[src/hw/led_pkg.sv]
// Constants, encodings and pattern helpers of the indicator LED driver.
// Assumes a single 100 MHz clock shared by every module that imports it.
package led_pkg;

  // Clock and time base
  localparam int CLK_PERIOD_NS  = 10;
  localparam int TICK_PERIOD_NS = 1_000_000;
  localparam int TICK_CYCLES    = TICK_PERIOD_NS / CLK_PERIOD_NS;

  // Pattern phases in milliseconds
  localparam int FLICK_MS = 50;
  localparam int BLINK_MS = 200;
  localparam int FLASH_MS = 200;
  localparam int PAUSE_MS = 1000;
  localparam int MS_W     = 11;

  // Register byte addresses
  localparam logic [3:0] ADDR_STATE  = 4'h0;
  localparam logic [3:0] ADDR_CTRL   = 4'h4;
  localparam logic [3:0] ADDR_ERR    = 4'h8;
  localparam logic [3:0] ADDR_STATUS = 4'hC;

  // State register fields
  localparam int STATE_LSB  = 0;
  localparam int CHANGE_BIT = 4;
  // Control register fields
  localparam int BOOT_DONE_BIT = 0;
  localparam int FW_DL_BIT     = 1;
  // Error register fields
  localparam int PDI_WDT_BIT = 0;
  localparam int CFG_ERR_BIT = 1;
  localparam int APP_WDT_BIT = 2;
  // Status register fields
  localparam int ST_GREEN_BIT   = 0;
  localparam int ST_RED_BIT     = 1;
  localparam int ST_IN_LED_BIT  = 2;
  localparam int ST_OUT_LED_BIT = 3;
  localparam int ST_IN_LINK_BIT = 4;
  localparam int ST_OUT_LNK_BIT = 5;
  localparam int ST_SDA_BIT     = 6;
  localparam int ST_RPAT_LSB    = 8;

  // Communication state codes
  localparam logic [3:0] AL_INIT   = 4'h1;
  localparam logic [3:0] AL_PREOP  = 4'h2;
  localparam logic [3:0] AL_BOOT   = 4'h3;
  localparam logic [3:0] AL_SAFEOP = 4'h4;
  localparam logic [3:0] AL_OP     = 4'h8;

  // Reset values
  localparam logic [3:0] STATE_RST  = AL_INIT;
  localparam logic       CHANGE_RST = 1'b0;

  typedef enum logic [2:0] {
    PAT_OFF, PAT_ON, PAT_FLICKER, PAT_BLINK, PAT_SINGLE, PAT_DOUBLE
  } pattern_e;

  function automatic logic [MS_W-1:0] pat_period(input pattern_e p);
    case (p)
      PAT_FLICKER: pat_period = MS_W'(2 * FLICK_MS);
      PAT_BLINK:   pat_period = MS_W'(2 * BLINK_MS);
      PAT_SINGLE:  pat_period = MS_W'(FLASH_MS + PAUSE_MS);
      PAT_DOUBLE:  pat_period = MS_W'(3 * FLASH_MS + PAUSE_MS);
      default:     pat_period = MS_W'(1);
    endcase
  endfunction : pat_period

  function automatic logic pat_lit(input pattern_e p,
                                   input logic [MS_W-1:0] ms);
    case (p)
      PAT_ON:      pat_lit = 1'b1;
      PAT_FLICKER: pat_lit = ms < MS_W'(FLICK_MS);
      PAT_BLINK:   pat_lit = ms < MS_W'(BLINK_MS);
      PAT_SINGLE:  pat_lit = ms < MS_W'(FLASH_MS);
      PAT_DOUBLE:  pat_lit = (ms < MS_W'(FLASH_MS)) ||
                             ((ms >= MS_W'(2 * FLASH_MS)) &&
                              (ms < MS_W'(3 * FLASH_MS)));
      default:     pat_lit = 1'b0;
    endcase
  endfunction : pat_lit

endpackage : led_pkg

[src/hw/led_tick_if.sv]
// Time base signals shared between the divider and the LED logic.
// Assumes both ends sit on the same clock.
`timescale 1ns/1ns
interface led_tick_if;
  logic tick_ms;
  logic flicker;
  modport source (output tick_ms, output flicker);
  modport sink   (input  tick_ms, input  flicker);
endinterface : led_tick_if

[src/hw/led_timebase.sv]
// Divider making a one-cycle millisecond enable and a free 10 Hz square.
// Assumes clk at the rate behind TICK_CYCLES.
`timescale 1ns/1ns
module led_timebase
  import led_pkg::*;
#(
  parameter int TICKS = TICK_CYCLES
) (
  input  wire logic    clk,
  input  wire logic    sys_rst,
  led_tick_if.source   tb
);
  localparam int CW = $clog2(TICKS + 1);

  typedef struct packed {
    logic [CW-1:0]   cnt;
    logic [MS_W-1:0] ms;
    logic            tick;
    logic            flick;
  } tb_s;

  tb_s s_q;
  tb_s s_d;

  always_comb begin
    s_d      = s_q;
    s_d.tick = 1'b0;
    if (s_q.cnt == CW'(TICKS - 1)) begin
      s_d.cnt  = '0;
      s_d.tick = 1'b1;
      if (s_q.ms == MS_W'(FLICK_MS - 1)) begin
        s_d.ms    = '0;
        s_d.flick = ~s_q.flick;
      end else begin
        s_d.ms = s_q.ms + MS_W'(1);
      end
    end else begin
      s_d.cnt = s_q.cnt + CW'(1);
    end
  end

  always_ff @(posedge clk or posedge sys_rst) begin
    if (sys_rst) begin
      s_q <= '0;
    end else begin
      s_q <= s_d;
    end
  end

  assign tb.tick_ms = s_q.tick;
  assign tb.flicker = s_q.flick;
endmodule : led_timebase

[src/hw/pin_sync.sv]
// Three-stage synchroniser for pin levels; a change is taken once the
// second and third stages agree, which also rejects one-cycle glitches.
`timescale 1ns/1ns
module pin_sync #(
  parameter int W = 1
) (
  input  wire logic         clk,
  input  wire logic         sys_rst,
  input  wire logic [W-1:0] pin,
  output logic      [W-1:0] level
);
  typedef struct packed {
    logic [W-1:0] s1;
    logic [W-1:0] s2;
    logic [W-1:0] s3;
    logic [W-1:0] lvl;
  } sync_s;

  sync_s s_q;
  sync_s s_d;

  always_comb begin
    s_d    = s_q;
    s_d.s1 = pin;
    s_d.s2 = s_q.s1;
    s_d.s3 = s_q.s2;
    for (int i = 0; i < W; i++) begin
      if (s_q.s2[i] == s_q.s3[i]) begin
        s_d.lvl[i] = s_q.s3[i];
      end
    end
  end

  always_ff @(posedge clk or posedge sys_rst) begin
    if (sys_rst) begin
      s_q <= '0;
    end else begin
      s_q <= s_d;
    end
  end

  assign level = s_q.lvl;
endmodule : pin_sync

[src/hw/network_indicator_led_driver.sv]
// Network indicator LED driver: two port link LEDs, a green status LED
// and a red error LED carried on the two-wire serial data line.
// Assumes one 100 MHz clock, software on the plain register port, and
// link and activity levels arriving unsynchronised from the PHYs.
`timescale 1ns/1ns
module network_indicator_led_driver
  import led_pkg::*;
#(
  parameter int TICKS = TICK_CYCLES
) (
  input  wire logic        clk,
  input  wire logic        sys_rst,
  input  wire logic [3:0]  addr,
  input  wire logic [31:0] wdata,
  input  wire logic        wr,
  input  wire logic        rd,
  output logic      [31:0] rdata,
  input  wire logic        inbound_port_link_valid,
  input  wire logic        inbound_port_activity,
  input  wire logic        outbound_port_link_valid,
  input  wire logic        outbound_port_activity,
  input  wire logic        serial_data_in,
  output logic             serial_data_out,
  output logic             serial_data_oe,
  output logic             inbound_port_link_led,
  output logic             outbound_port_link_led,
  output logic             status_led
);

  led_tick_if tbus ();

  led_timebase #(
    .TICKS (TICKS)
  ) u_timebase (
    .clk     (clk),
    .sys_rst (sys_rst),
    .tb      (tbus.source)
  );

  logic [4:0] pins_raw;
  logic [4:0] pins;

  assign pins_raw = {serial_data_in,
                     outbound_port_activity, outbound_port_link_valid,
                     inbound_port_activity,  inbound_port_link_valid};

  pin_sync #(
    .W (5)
  ) u_sync (
    .clk     (clk),
    .sys_rst (sys_rst),
    .pin     (pins_raw),
    .level   (pins)
  );

  logic [1:0] link_ok;
  logic [1:0] act_now;
  logic       sda_lvl;

  assign link_ok = {pins[2], pins[0]};
  assign act_now = {pins[3], pins[1]};
  assign sda_lvl = pins[4];

  typedef struct packed {
    logic [3:0]      al_state;
    logic            change;
    logic            boot_done;
    logic            fw_dl;
    logic            pdi_wdt;
    logic            cfg_err;
    logic            app_wdt;
    logic [31:0]     rdata;
    pattern_e        g_pat;
    pattern_e        r_pat;
    logic [MS_W-1:0] g_ms;
    logic [MS_W-1:0] r_ms;
    logic            g_led;
    logic            r_led;
    logic [1:0]      act_seen;
    logic [1:0]      act_show;
    logic [1:0]      port_led;
    logic            flick_prev;
  } drv_s;

  drv_s s_q;
  drv_s s_d;

  // Steps a pattern phase counter; a newly chosen pattern starts lit
  function automatic logic [MS_W-1:0] next_ms(input pattern_e cur,
                                              input pattern_e nxt,
                                              input logic [MS_W-1:0] ms,
                                              input logic tick);
    if (nxt != cur) begin
      next_ms = '0;
    end else if (tick) begin
      if (ms >= pat_period(cur) - MS_W'(1)) begin
        next_ms = '0;
      end else begin
        next_ms = ms + MS_W'(1);
      end
    end else begin
      next_ms = ms;
    end
  endfunction : next_ms

  pattern_e g_sel;
  pattern_e r_sel;
  logic     boot_err;
  logic     auto_chg;
  logic     period_start;

  // Status LED pattern from the communication state
  always_comb begin
    if (!s_q.boot_done || s_q.fw_dl || s_q.al_state == AL_BOOT) begin
      g_sel = PAT_FLICKER;
    end else if (s_q.al_state == AL_OP) begin
      g_sel = PAT_ON;
    end else if (s_q.al_state == AL_PREOP) begin
      g_sel = PAT_BLINK;
    end else if (s_q.al_state == AL_SAFEOP) begin
      g_sel = PAT_SINGLE;
    end else begin
      g_sel = PAT_OFF;
    end
  end

  // Change flag in init means a boot failure, elsewhere a self-made move
  assign boot_err = s_q.change && (s_q.al_state == AL_INIT);
  assign auto_chg = s_q.change && (s_q.al_state != AL_INIT);

  // Most serious error wins so the LED never mixes two patterns
  always_comb begin
    if (s_q.pdi_wdt) begin
      r_sel = PAT_ON;
    end else if (boot_err) begin
      r_sel = PAT_FLICKER;
    end else if (s_q.app_wdt) begin
      r_sel = PAT_DOUBLE;
    end else if (s_q.cfg_err) begin
      r_sel = PAT_BLINK;
    end else if (auto_chg) begin
      r_sel = PAT_SINGLE;
    end else begin
      r_sel = PAT_OFF;
    end
  end

  assign period_start = tbus.flicker && !s_q.flick_prev;

  always_comb begin
    s_d            = s_q;
    s_d.rdata      = '0;
    s_d.flick_prev = tbus.flicker;

    // Register writes
    if (wr) begin
      if (addr == ADDR_STATE) begin
        s_d.al_state = wdata[STATE_LSB +: 4];
        s_d.change   = wdata[CHANGE_BIT];
      end else if (addr == ADDR_CTRL) begin
        s_d.boot_done = wdata[BOOT_DONE_BIT];
        s_d.fw_dl     = wdata[FW_DL_BIT];
      end else if (addr == ADDR_ERR) begin
        s_d.pdi_wdt = wdata[PDI_WDT_BIT];
        s_d.cfg_err = wdata[CFG_ERR_BIT];
        s_d.app_wdt = wdata[APP_WDT_BIT];
      end
    end

    // Register reads, data valid in the next cycle only
    if (rd) begin
      if (addr == ADDR_STATE) begin
        s_d.rdata[STATE_LSB +: 4] = s_q.al_state;
        s_d.rdata[CHANGE_BIT]     = s_q.change;
      end else if (addr == ADDR_CTRL) begin
        s_d.rdata[BOOT_DONE_BIT] = s_q.boot_done;
        s_d.rdata[FW_DL_BIT]     = s_q.fw_dl;
      end else if (addr == ADDR_ERR) begin
        s_d.rdata[PDI_WDT_BIT] = s_q.pdi_wdt;
        s_d.rdata[CFG_ERR_BIT] = s_q.cfg_err;
        s_d.rdata[APP_WDT_BIT] = s_q.app_wdt;
      end else if (addr == ADDR_STATUS) begin
        s_d.rdata[ST_GREEN_BIT]    = s_q.g_led;
        s_d.rdata[ST_RED_BIT]      = s_q.r_led;
        s_d.rdata[ST_IN_LED_BIT]   = s_q.port_led[0];
        s_d.rdata[ST_OUT_LED_BIT]  = s_q.port_led[1];
        s_d.rdata[ST_IN_LINK_BIT]  = link_ok[0];
        s_d.rdata[ST_OUT_LNK_BIT]  = link_ok[1];
        s_d.rdata[ST_SDA_BIT]      = sda_lvl;
        s_d.rdata[ST_RPAT_LSB +: 3] = s_q.r_pat;
      end
    end

    // Pattern sequencers share the millisecond enable
    s_d.g_ms  = next_ms(s_q.g_pat, g_sel, s_q.g_ms, tbus.tick_ms);
    s_d.r_ms  = next_ms(s_q.r_pat, r_sel, s_q.r_ms, tbus.tick_ms);
    s_d.g_pat = g_sel;
    s_d.r_pat = r_sel;
    s_d.g_led = pat_lit(s_d.g_pat, s_d.g_ms);
    s_d.r_led = pat_lit(s_d.r_pat, s_d.r_ms);

    // Traffic seen in one flicker period is shown through the next one,
    // so even a single short packet yields a visible flicker
    for (int p = 0; p < 2; p++) begin
      if (period_start) begin
        s_d.act_show[p] = s_q.act_seen[p] | act_now[p];
        s_d.act_seen[p] = act_now[p];
      end else if (act_now[p]) begin
        s_d.act_seen[p] = 1'b1;
      end
      s_d.port_led[p] = link_ok[p] &
                        (~s_d.act_show[p] | tbus.flicker);
    end
  end

  always_ff @(posedge clk or posedge sys_rst) begin
    if (sys_rst) begin
      s_q          <= '0;
      s_q.al_state <= STATE_RST;
      s_q.change   <= CHANGE_RST;
      s_q.g_pat    <= PAT_FLICKER;
      s_q.r_pat    <= PAT_OFF;
    end else begin
      s_q <= s_d;
    end
  end

  assign rdata                  = s_q.rdata;
  assign inbound_port_link_led  = s_q.port_led[0];
  assign outbound_port_link_led = s_q.port_led[1];
  assign status_led             = s_q.g_led;
  // Line pulled low through the LED while lit; released otherwise
  assign serial_data_out        = 1'b0;
  assign serial_data_oe         = s_q.r_led;

endmodule : network_indicator_led_driver

[config.mk]
export PLATFORM = sky130hd
export DESIGN_NAME = network_indicator_led_driver
export DESIGN_NICKNAME = d
export VERILOG_FILES = /design/src/hw/led_pkg.sv /design/src/hw/led_tick_if.sv /design/src/hw/led_timebase.sv /design/src/hw/pin_sync.sv /design/src/hw/network_indicator_led_driver.sv
export SDC_FILE = /design/constraint.sdc
export NUM_CORES = 1
export LEC_CHECK = 0
export ABC_AREA = 1
export BUFFER_PORTS_ARGS = -buffer_cell sky130_fd_sc_hd__buf_2
export CAP_MARGIN = 20
export CORE_ASPECT_RATIO = 1.4
export CORE_MARGIN = 1.5
export CORE_UTILIZATION = 33
export CTS_CLUSTER_SIZE = 14
export DETAILED_ROUTE_END_ITERATION = 10
export HOLD_SLACK_MARGIN = 0.12
export PLACE_DENSITY = 0.54
export SYNTH_ARGS = -nofsm -noshare
export SYNTH_HDL_FRONTEND = slang
export SYNTH_SLANG_ARGS = --single-unit
[constraint.sdc]
create_clock -name clk -period 2.7 [get_ports clk]
set_input_delay 0.135 -clock clk [delete_from_list [all_inputs] [get_ports clk]]
set_output_delay 0.135 -clock clk [all_outputs]
set_load 0.01 [all_outputs]
# After elaboration in Yosys (flattened, before gate mapping)
# Cells that the tools add are included.
[classes] addsub=6 n_lt_le_gt_ge=10 eq_ne=36 mux=46 bitwise=11 reduce_logical=20
[op_table] op="$mux W11" n=11
[op_table] op="$pmux W11 S4" n=2
[op_table] op="$mux W3" n=15
[op_table] op="$add A11 B1 Y11 const B" n=3
[op_table] op="$eq A3 B2 Y1 const B" n=8
[op_table] op="$eq A3 B3 Y1 const B" n=8
[op_table] op="$ge A11 B11 Y1" n=2
[op_table] op="$ge A11 B9 Y1 const B" n=2
[op_table] op="$lt A11 B10 Y1 const B" n=2
[op_table] op="$lt A11 B6 Y1 const B" n=2
[op_table] op="$lt A11 B8 Y1 const B" n=2
[op_table] op="$sub A11 B1 Y11 const B" n=2
[op_table] op="$add A17 B1 Y17 const B" n=1
[op_table] op="$eq A17 B17 Y1 const B" n=1
[op_table] op="$mux W17" n=1
[op_table] op="$mux W7" n=2
[op_table] op="$eq A4 B4 Y1 const B" n=3
[op_table] op="$eq A11 B6 Y1 const B" n=1
[op_table] op="$mux W5" n=2
[op_table] op="$eq A4 B2 Y1 const B" n=2
[op_table] op="$eq A4 B3 Y1 const B" n=2
[op_table] op="$pmux W1 S4" n=2
[op_table] op="$mux W1" n=7
[op_table] op="$eq A3 B1 Y1 const B" n=2
[op_table] op="18 further kinds" n=44
[totals] register_bits=107 word_cells=160

# Longest topological paths before layout
[logic_depth] ltp_word=18 mapped_depth=22

# By module
# Synthesis repeated with hierarchy kept, for this count alone.
[hier_totals] cells_unflattened=838 area_unflattened_um2=6367.4
[by_module_without_submodules] module="network_indicator_led_driver" n_inst=1 cells_each=531 area_each_um2=3901.2 seq_area_each_um2=1428.9
[by_module_without_submodules] module="led_timebase" n_inst=1 cells_each=261 area_each_um2=1843.0 seq_area_each_um2=750.7
[by_module_without_submodules] module="pin_sync" n_inst=1 cells_each=46 area_each_um2=623.1 seq_area_each_um2=500.5

# Least setup slack after synthesis
# Ideal clock, no wire load.
[synth_path] path_type="reg-to-reg" start="reg s_q[33] (netlist bit)" end="reg s_q (netlist bit serial_data_oe)" arrival_time_ns=2.152 t_required_ns=2.575 path_slack_ns=0.423 stages_incl_launch_ff=22 synth_period_minus_slack_ns=2.277 path_cell_list="dfrtp_1 inv_1 nor2_1 inv_1 o21a_1 ha_1 nand2_1 nor2_1 nand2_1 nor2_1 nor2_1 nand3_1 nand2_1 inv_1 nor2_4 nand2_1 nand2_1 nand2_1 nand2_1 nand2_1 nand2_1 nand3_1"
[synth_lines] element="start: declaration" line_no="network_indicator_led_driver.sv:85" text="drv_s s_q;"

==> impl_metrics.py <==
metrics = {
    "route": {
        "detail_route.wl_per_cell_um": 11.9,
        "vias_per_cell": 4.47,
        "drt_iter0_drc": 175,
        "first_pass_iters": 4,
        "ant_nets": 0,
        "via_count": 4604,
        "drc": 0,
        "drt_wl_total_um": 12300,
    },
    "layout": {
        "final_common_cell": "nand2_1",
        "regArea_um2": 2680,
        "layout.nets": 858,
        "fillers": 1918,
        "drive_gt1_share_pct": 17.3,
        "antenna_cells": 0,
        "multi_input_area_um2": 2800,
        "post-route-util_pct": 39.0,
        "area_growth_pct": 16.2,
        "final_cells": 1031,
        "mostFrequentLayoutCells": "153 x nand2_1, 103 x dfrtp_1, 101 x inv_1",
    },
    "power_and_ir_drop": {
        "powerDensity_nw_per_um2": 594,
        "power.share.switching_pct": 31.7,
        "ir_drop_mv": 0.311,
        "leakagePower_uw": 0.00345,
        "seq_power_share_pct": 43.2,
        "p_int_uw": 2830,
        "p_total_uw": 4140,
        "comb_power_share_pct": 22.7,
        "p_sw_uw": 1310,
        "p_clk_share_pct": 34.0,
    },
    "clock_tree": {
        "cts_buffers": 9,
        "cts_root_buf": "clkbuf_16",
        "clkSinkCount": 107,
        "path_clk_slew_ns": 0.08,
        "h-tree-depth": 3,
        "clockBufferDepth": 2,
        "cts_tree": "done",
        "clock_latency_ns": 0.36,
    },
    "yosys": {
        "synth_top_family_by_area": "simple AND/OR/NAND/NOR gates",
        "yosys.cell_types.count": 44,
        "synth_compound_area_share_pct": 6.85,
        "netlist_instances": 727,
        "synth.mux.area_fraction_pct": 0.376,
        "netlist_area_um2": 5990,
        "synth_flop_cell": "dfrtp_1",
        "synth.avg_cell_area_um2": 8.24,
        "synth_seq_area_share_pct": 44.7,
        "synth_seq_cells": 107,
        "async_flop_share_pct": 100,
        "synthXorXnorAreaFrac_pct": 3.36,
        "synth-edff-count": 0,
        "ys_warn_count": 0,
        "synth-simple-area-share_pct": 26.6,
        "synth_fa_ha_area_share_pct": 6.47,
    },
    "sta": {
        "slew_viol_final": 0,
        "fin_skew_ns": 0.00702,
        "tightest_slew_ns": 0.587,
        "fin_ws_ns": 0.157,
        "max_freq_mhz": 393,
        "rsz0062_at_grt": "true",
        "hold_viol_final": 0,
        "slew_headroom_pct": 60.9,
        "layout_min_cycle_time_ns": 2.54,
        "setup_viol": 0,
        "post-route-period-util_pct": 94.2,
    },
    "placement": {
        "numPortBuffers": 31,
        "hpwl_um": 9170,
        "dpl.cell_count": 997,
        "dp_slack_ns": 0.0329,
        "place_congestion": 0.779,
    },
    "global_route": {
        "groute.usage.overall_pct": 13.9,
        "grt_first_pass_wirelength_um": 21000,
        "grt_max_degree": 108,
        "grt_pass1_vias": 4600,
        "overflow": 0,
        "antenna_found_initial": 0,
    },
    "die": {
        "start_util_pct": 33.6,
        "core-area_um2": 17900,
        "dieArea_um2": 19000,
        "die_y_um": 162,
        "row_count": 58,
        "io_pins": 82,
        "chipWidth_um": 117,
    },
    "critical_path": {
        "start_kind": "flop",
        "crit_path_end_kind": "flop",
        "required_ns": 2.94,
        "worstPathArrival_ns": 2.78,
        "cp_max_fo": 5,
        "path_class": "reg -> reg",
    },
    "run": {
        "cap_violations": 0,
    },
    "worst_hold_path": {
        "hp-class": "in -> reg",
    },
    "run_status": {
        "status": "completed",
    },
}
==> sequential cells by signal (all words and copies together), names as in the netlist <==
signal                  flops
s_q                        43
u_timebase.s_q             28
rdata                      10
u_sync.s_d                 10
u_sync.level                5
u_sync.s_q                  5
inbound_port_link_led       1
outbound_port_link_led      1
serial_data_oe              1
status_led                  1
u_timebase.tb.flicker       1
u_timebase.tb.tick_ms       1
==> final cells by class <==
| cell class | count | share of cell area (%) |
|---|---|---|
| sequential | 107 | 38.5 |
| inverter | 114 | 6.20 |
| clock buffer | 10 | 3.43 |
| clock inverter | 6 | 1.17 |
| timing repair buffer | 61 | 6.13 |
| multi-input combinational | 493 | 40.2 |
| tap | 240 | 4.31 |
==> cell families (layout without fill, tap and decap cells) <==
| kind of cell | count (synthesis) | after routing |
|---|---|---|
| xor+xnor | 23 | 23 |
| other cells | 1 | 23 |
| simple gates | 342 | 342 |
| flops | 107 | 107 |
| fa+ha+maj | 32 | 32 |
| compound gates | 71 | 71 |
| buf+inv | 149 | 191 |
| mux | 2 | 2 |
==> metrics by stage <==
step	setup TNS [ns]	hold WS [ns]	cell area, um^2
after floorplan	0	0.166	6080
after global placement	0	0.243	6370
after detailed placement	0	0.244	6370
after CTS	0	0.135	6810
after global routing	-0.0858	0.173	6960
final	0	0.151	6960
==> repair_timing <==
item	4_1_cts	5_1_grt
hold endpoints to repair	120	0
gates resized for setup	0	33
endpoints found under the setup margin	0	5
hold buffers	12	0
buffers inserted	0	6
==> worst max-delay path, cell delays in order, from the launching register on <==
cell,delay [ns]
dfrtp_2,0.41
inv_2,0.05
nor2_2,0.10
buf_6,0.13
inv_2,0.05
o21a_1,0.20
ha_4,0.23
nand2_2,0.05
nor2_1,0.03
nand2_1,0.05
nor2_1,0.04
nor2_1,0.08
nand3_1,0.10
nand2_2,0.14
buf_4,0.13
nand2_2,0.07
nor2_4,0.13
nand2_1,0.09
nand2_1,0.07
inv_1,0.04
nand2_1,0.05
nand2_1,0.04
nand3_1,0.08
nand3_1,0.08
==> worst paths after layout <==
path | cells after the start | to | slack [ns] | from
max | 23 | serial_data_oe | 0.16 | s_q[33]
min | 3 | s_q[72] | 0.15 | wr
max reg2reg | 23 | serial_data_oe | 0.16 | s_q[33]
min reg2reg | 0 | u_sync.s_d[9] | 0.35 | u_sync.s_d[14]
max in group asynchronous | 4 | s_q[33] | 1.74 | sys_rst
min in group asynchronous | 4 | s_q[30] | 0.49 | sys_rst
==> per-layer routing <==
layer	global-route usage, %	vias to the layer above	part of all wire (%)
met5	0	-	0
met4	5.20	0	1.7
met3	2.20	14	2.5
met2	24.2	48	52
met1	17.3	2165	44
li1	-	2377	-
==> synth_stat cells (all sizes together) (5+ instances only) <==
master / number / area (um^2)
nand3: 41 / 238
nand4: 12 / 75.1
nor4: 6 / 37.5
maj3: 5 / 50.1
o211ai: 5 / 37.5
inv: 113 / 424
o21ai: 24 / 120
ha: 27 / 338
nor3: 24 / 161
buf: 35 / 267
nand2: 173 / 699
dfrtp: 105 / 2630
xor2: 19 / 166
nor2: 80 / 338
a21oi: 30 / 161
==> power groups by stage <==
stage               logic, uW  registers [uW]  clock network [uW]
floorplan                 643            1800                   0
finish                    941            1790                1410
global route             1090            1800                1500
global placement          845            1820                   0
CTS                       868            1790                1450
detailed placement        851            1820                   0
Note: power is estimated with default switching activity, not from simulation.
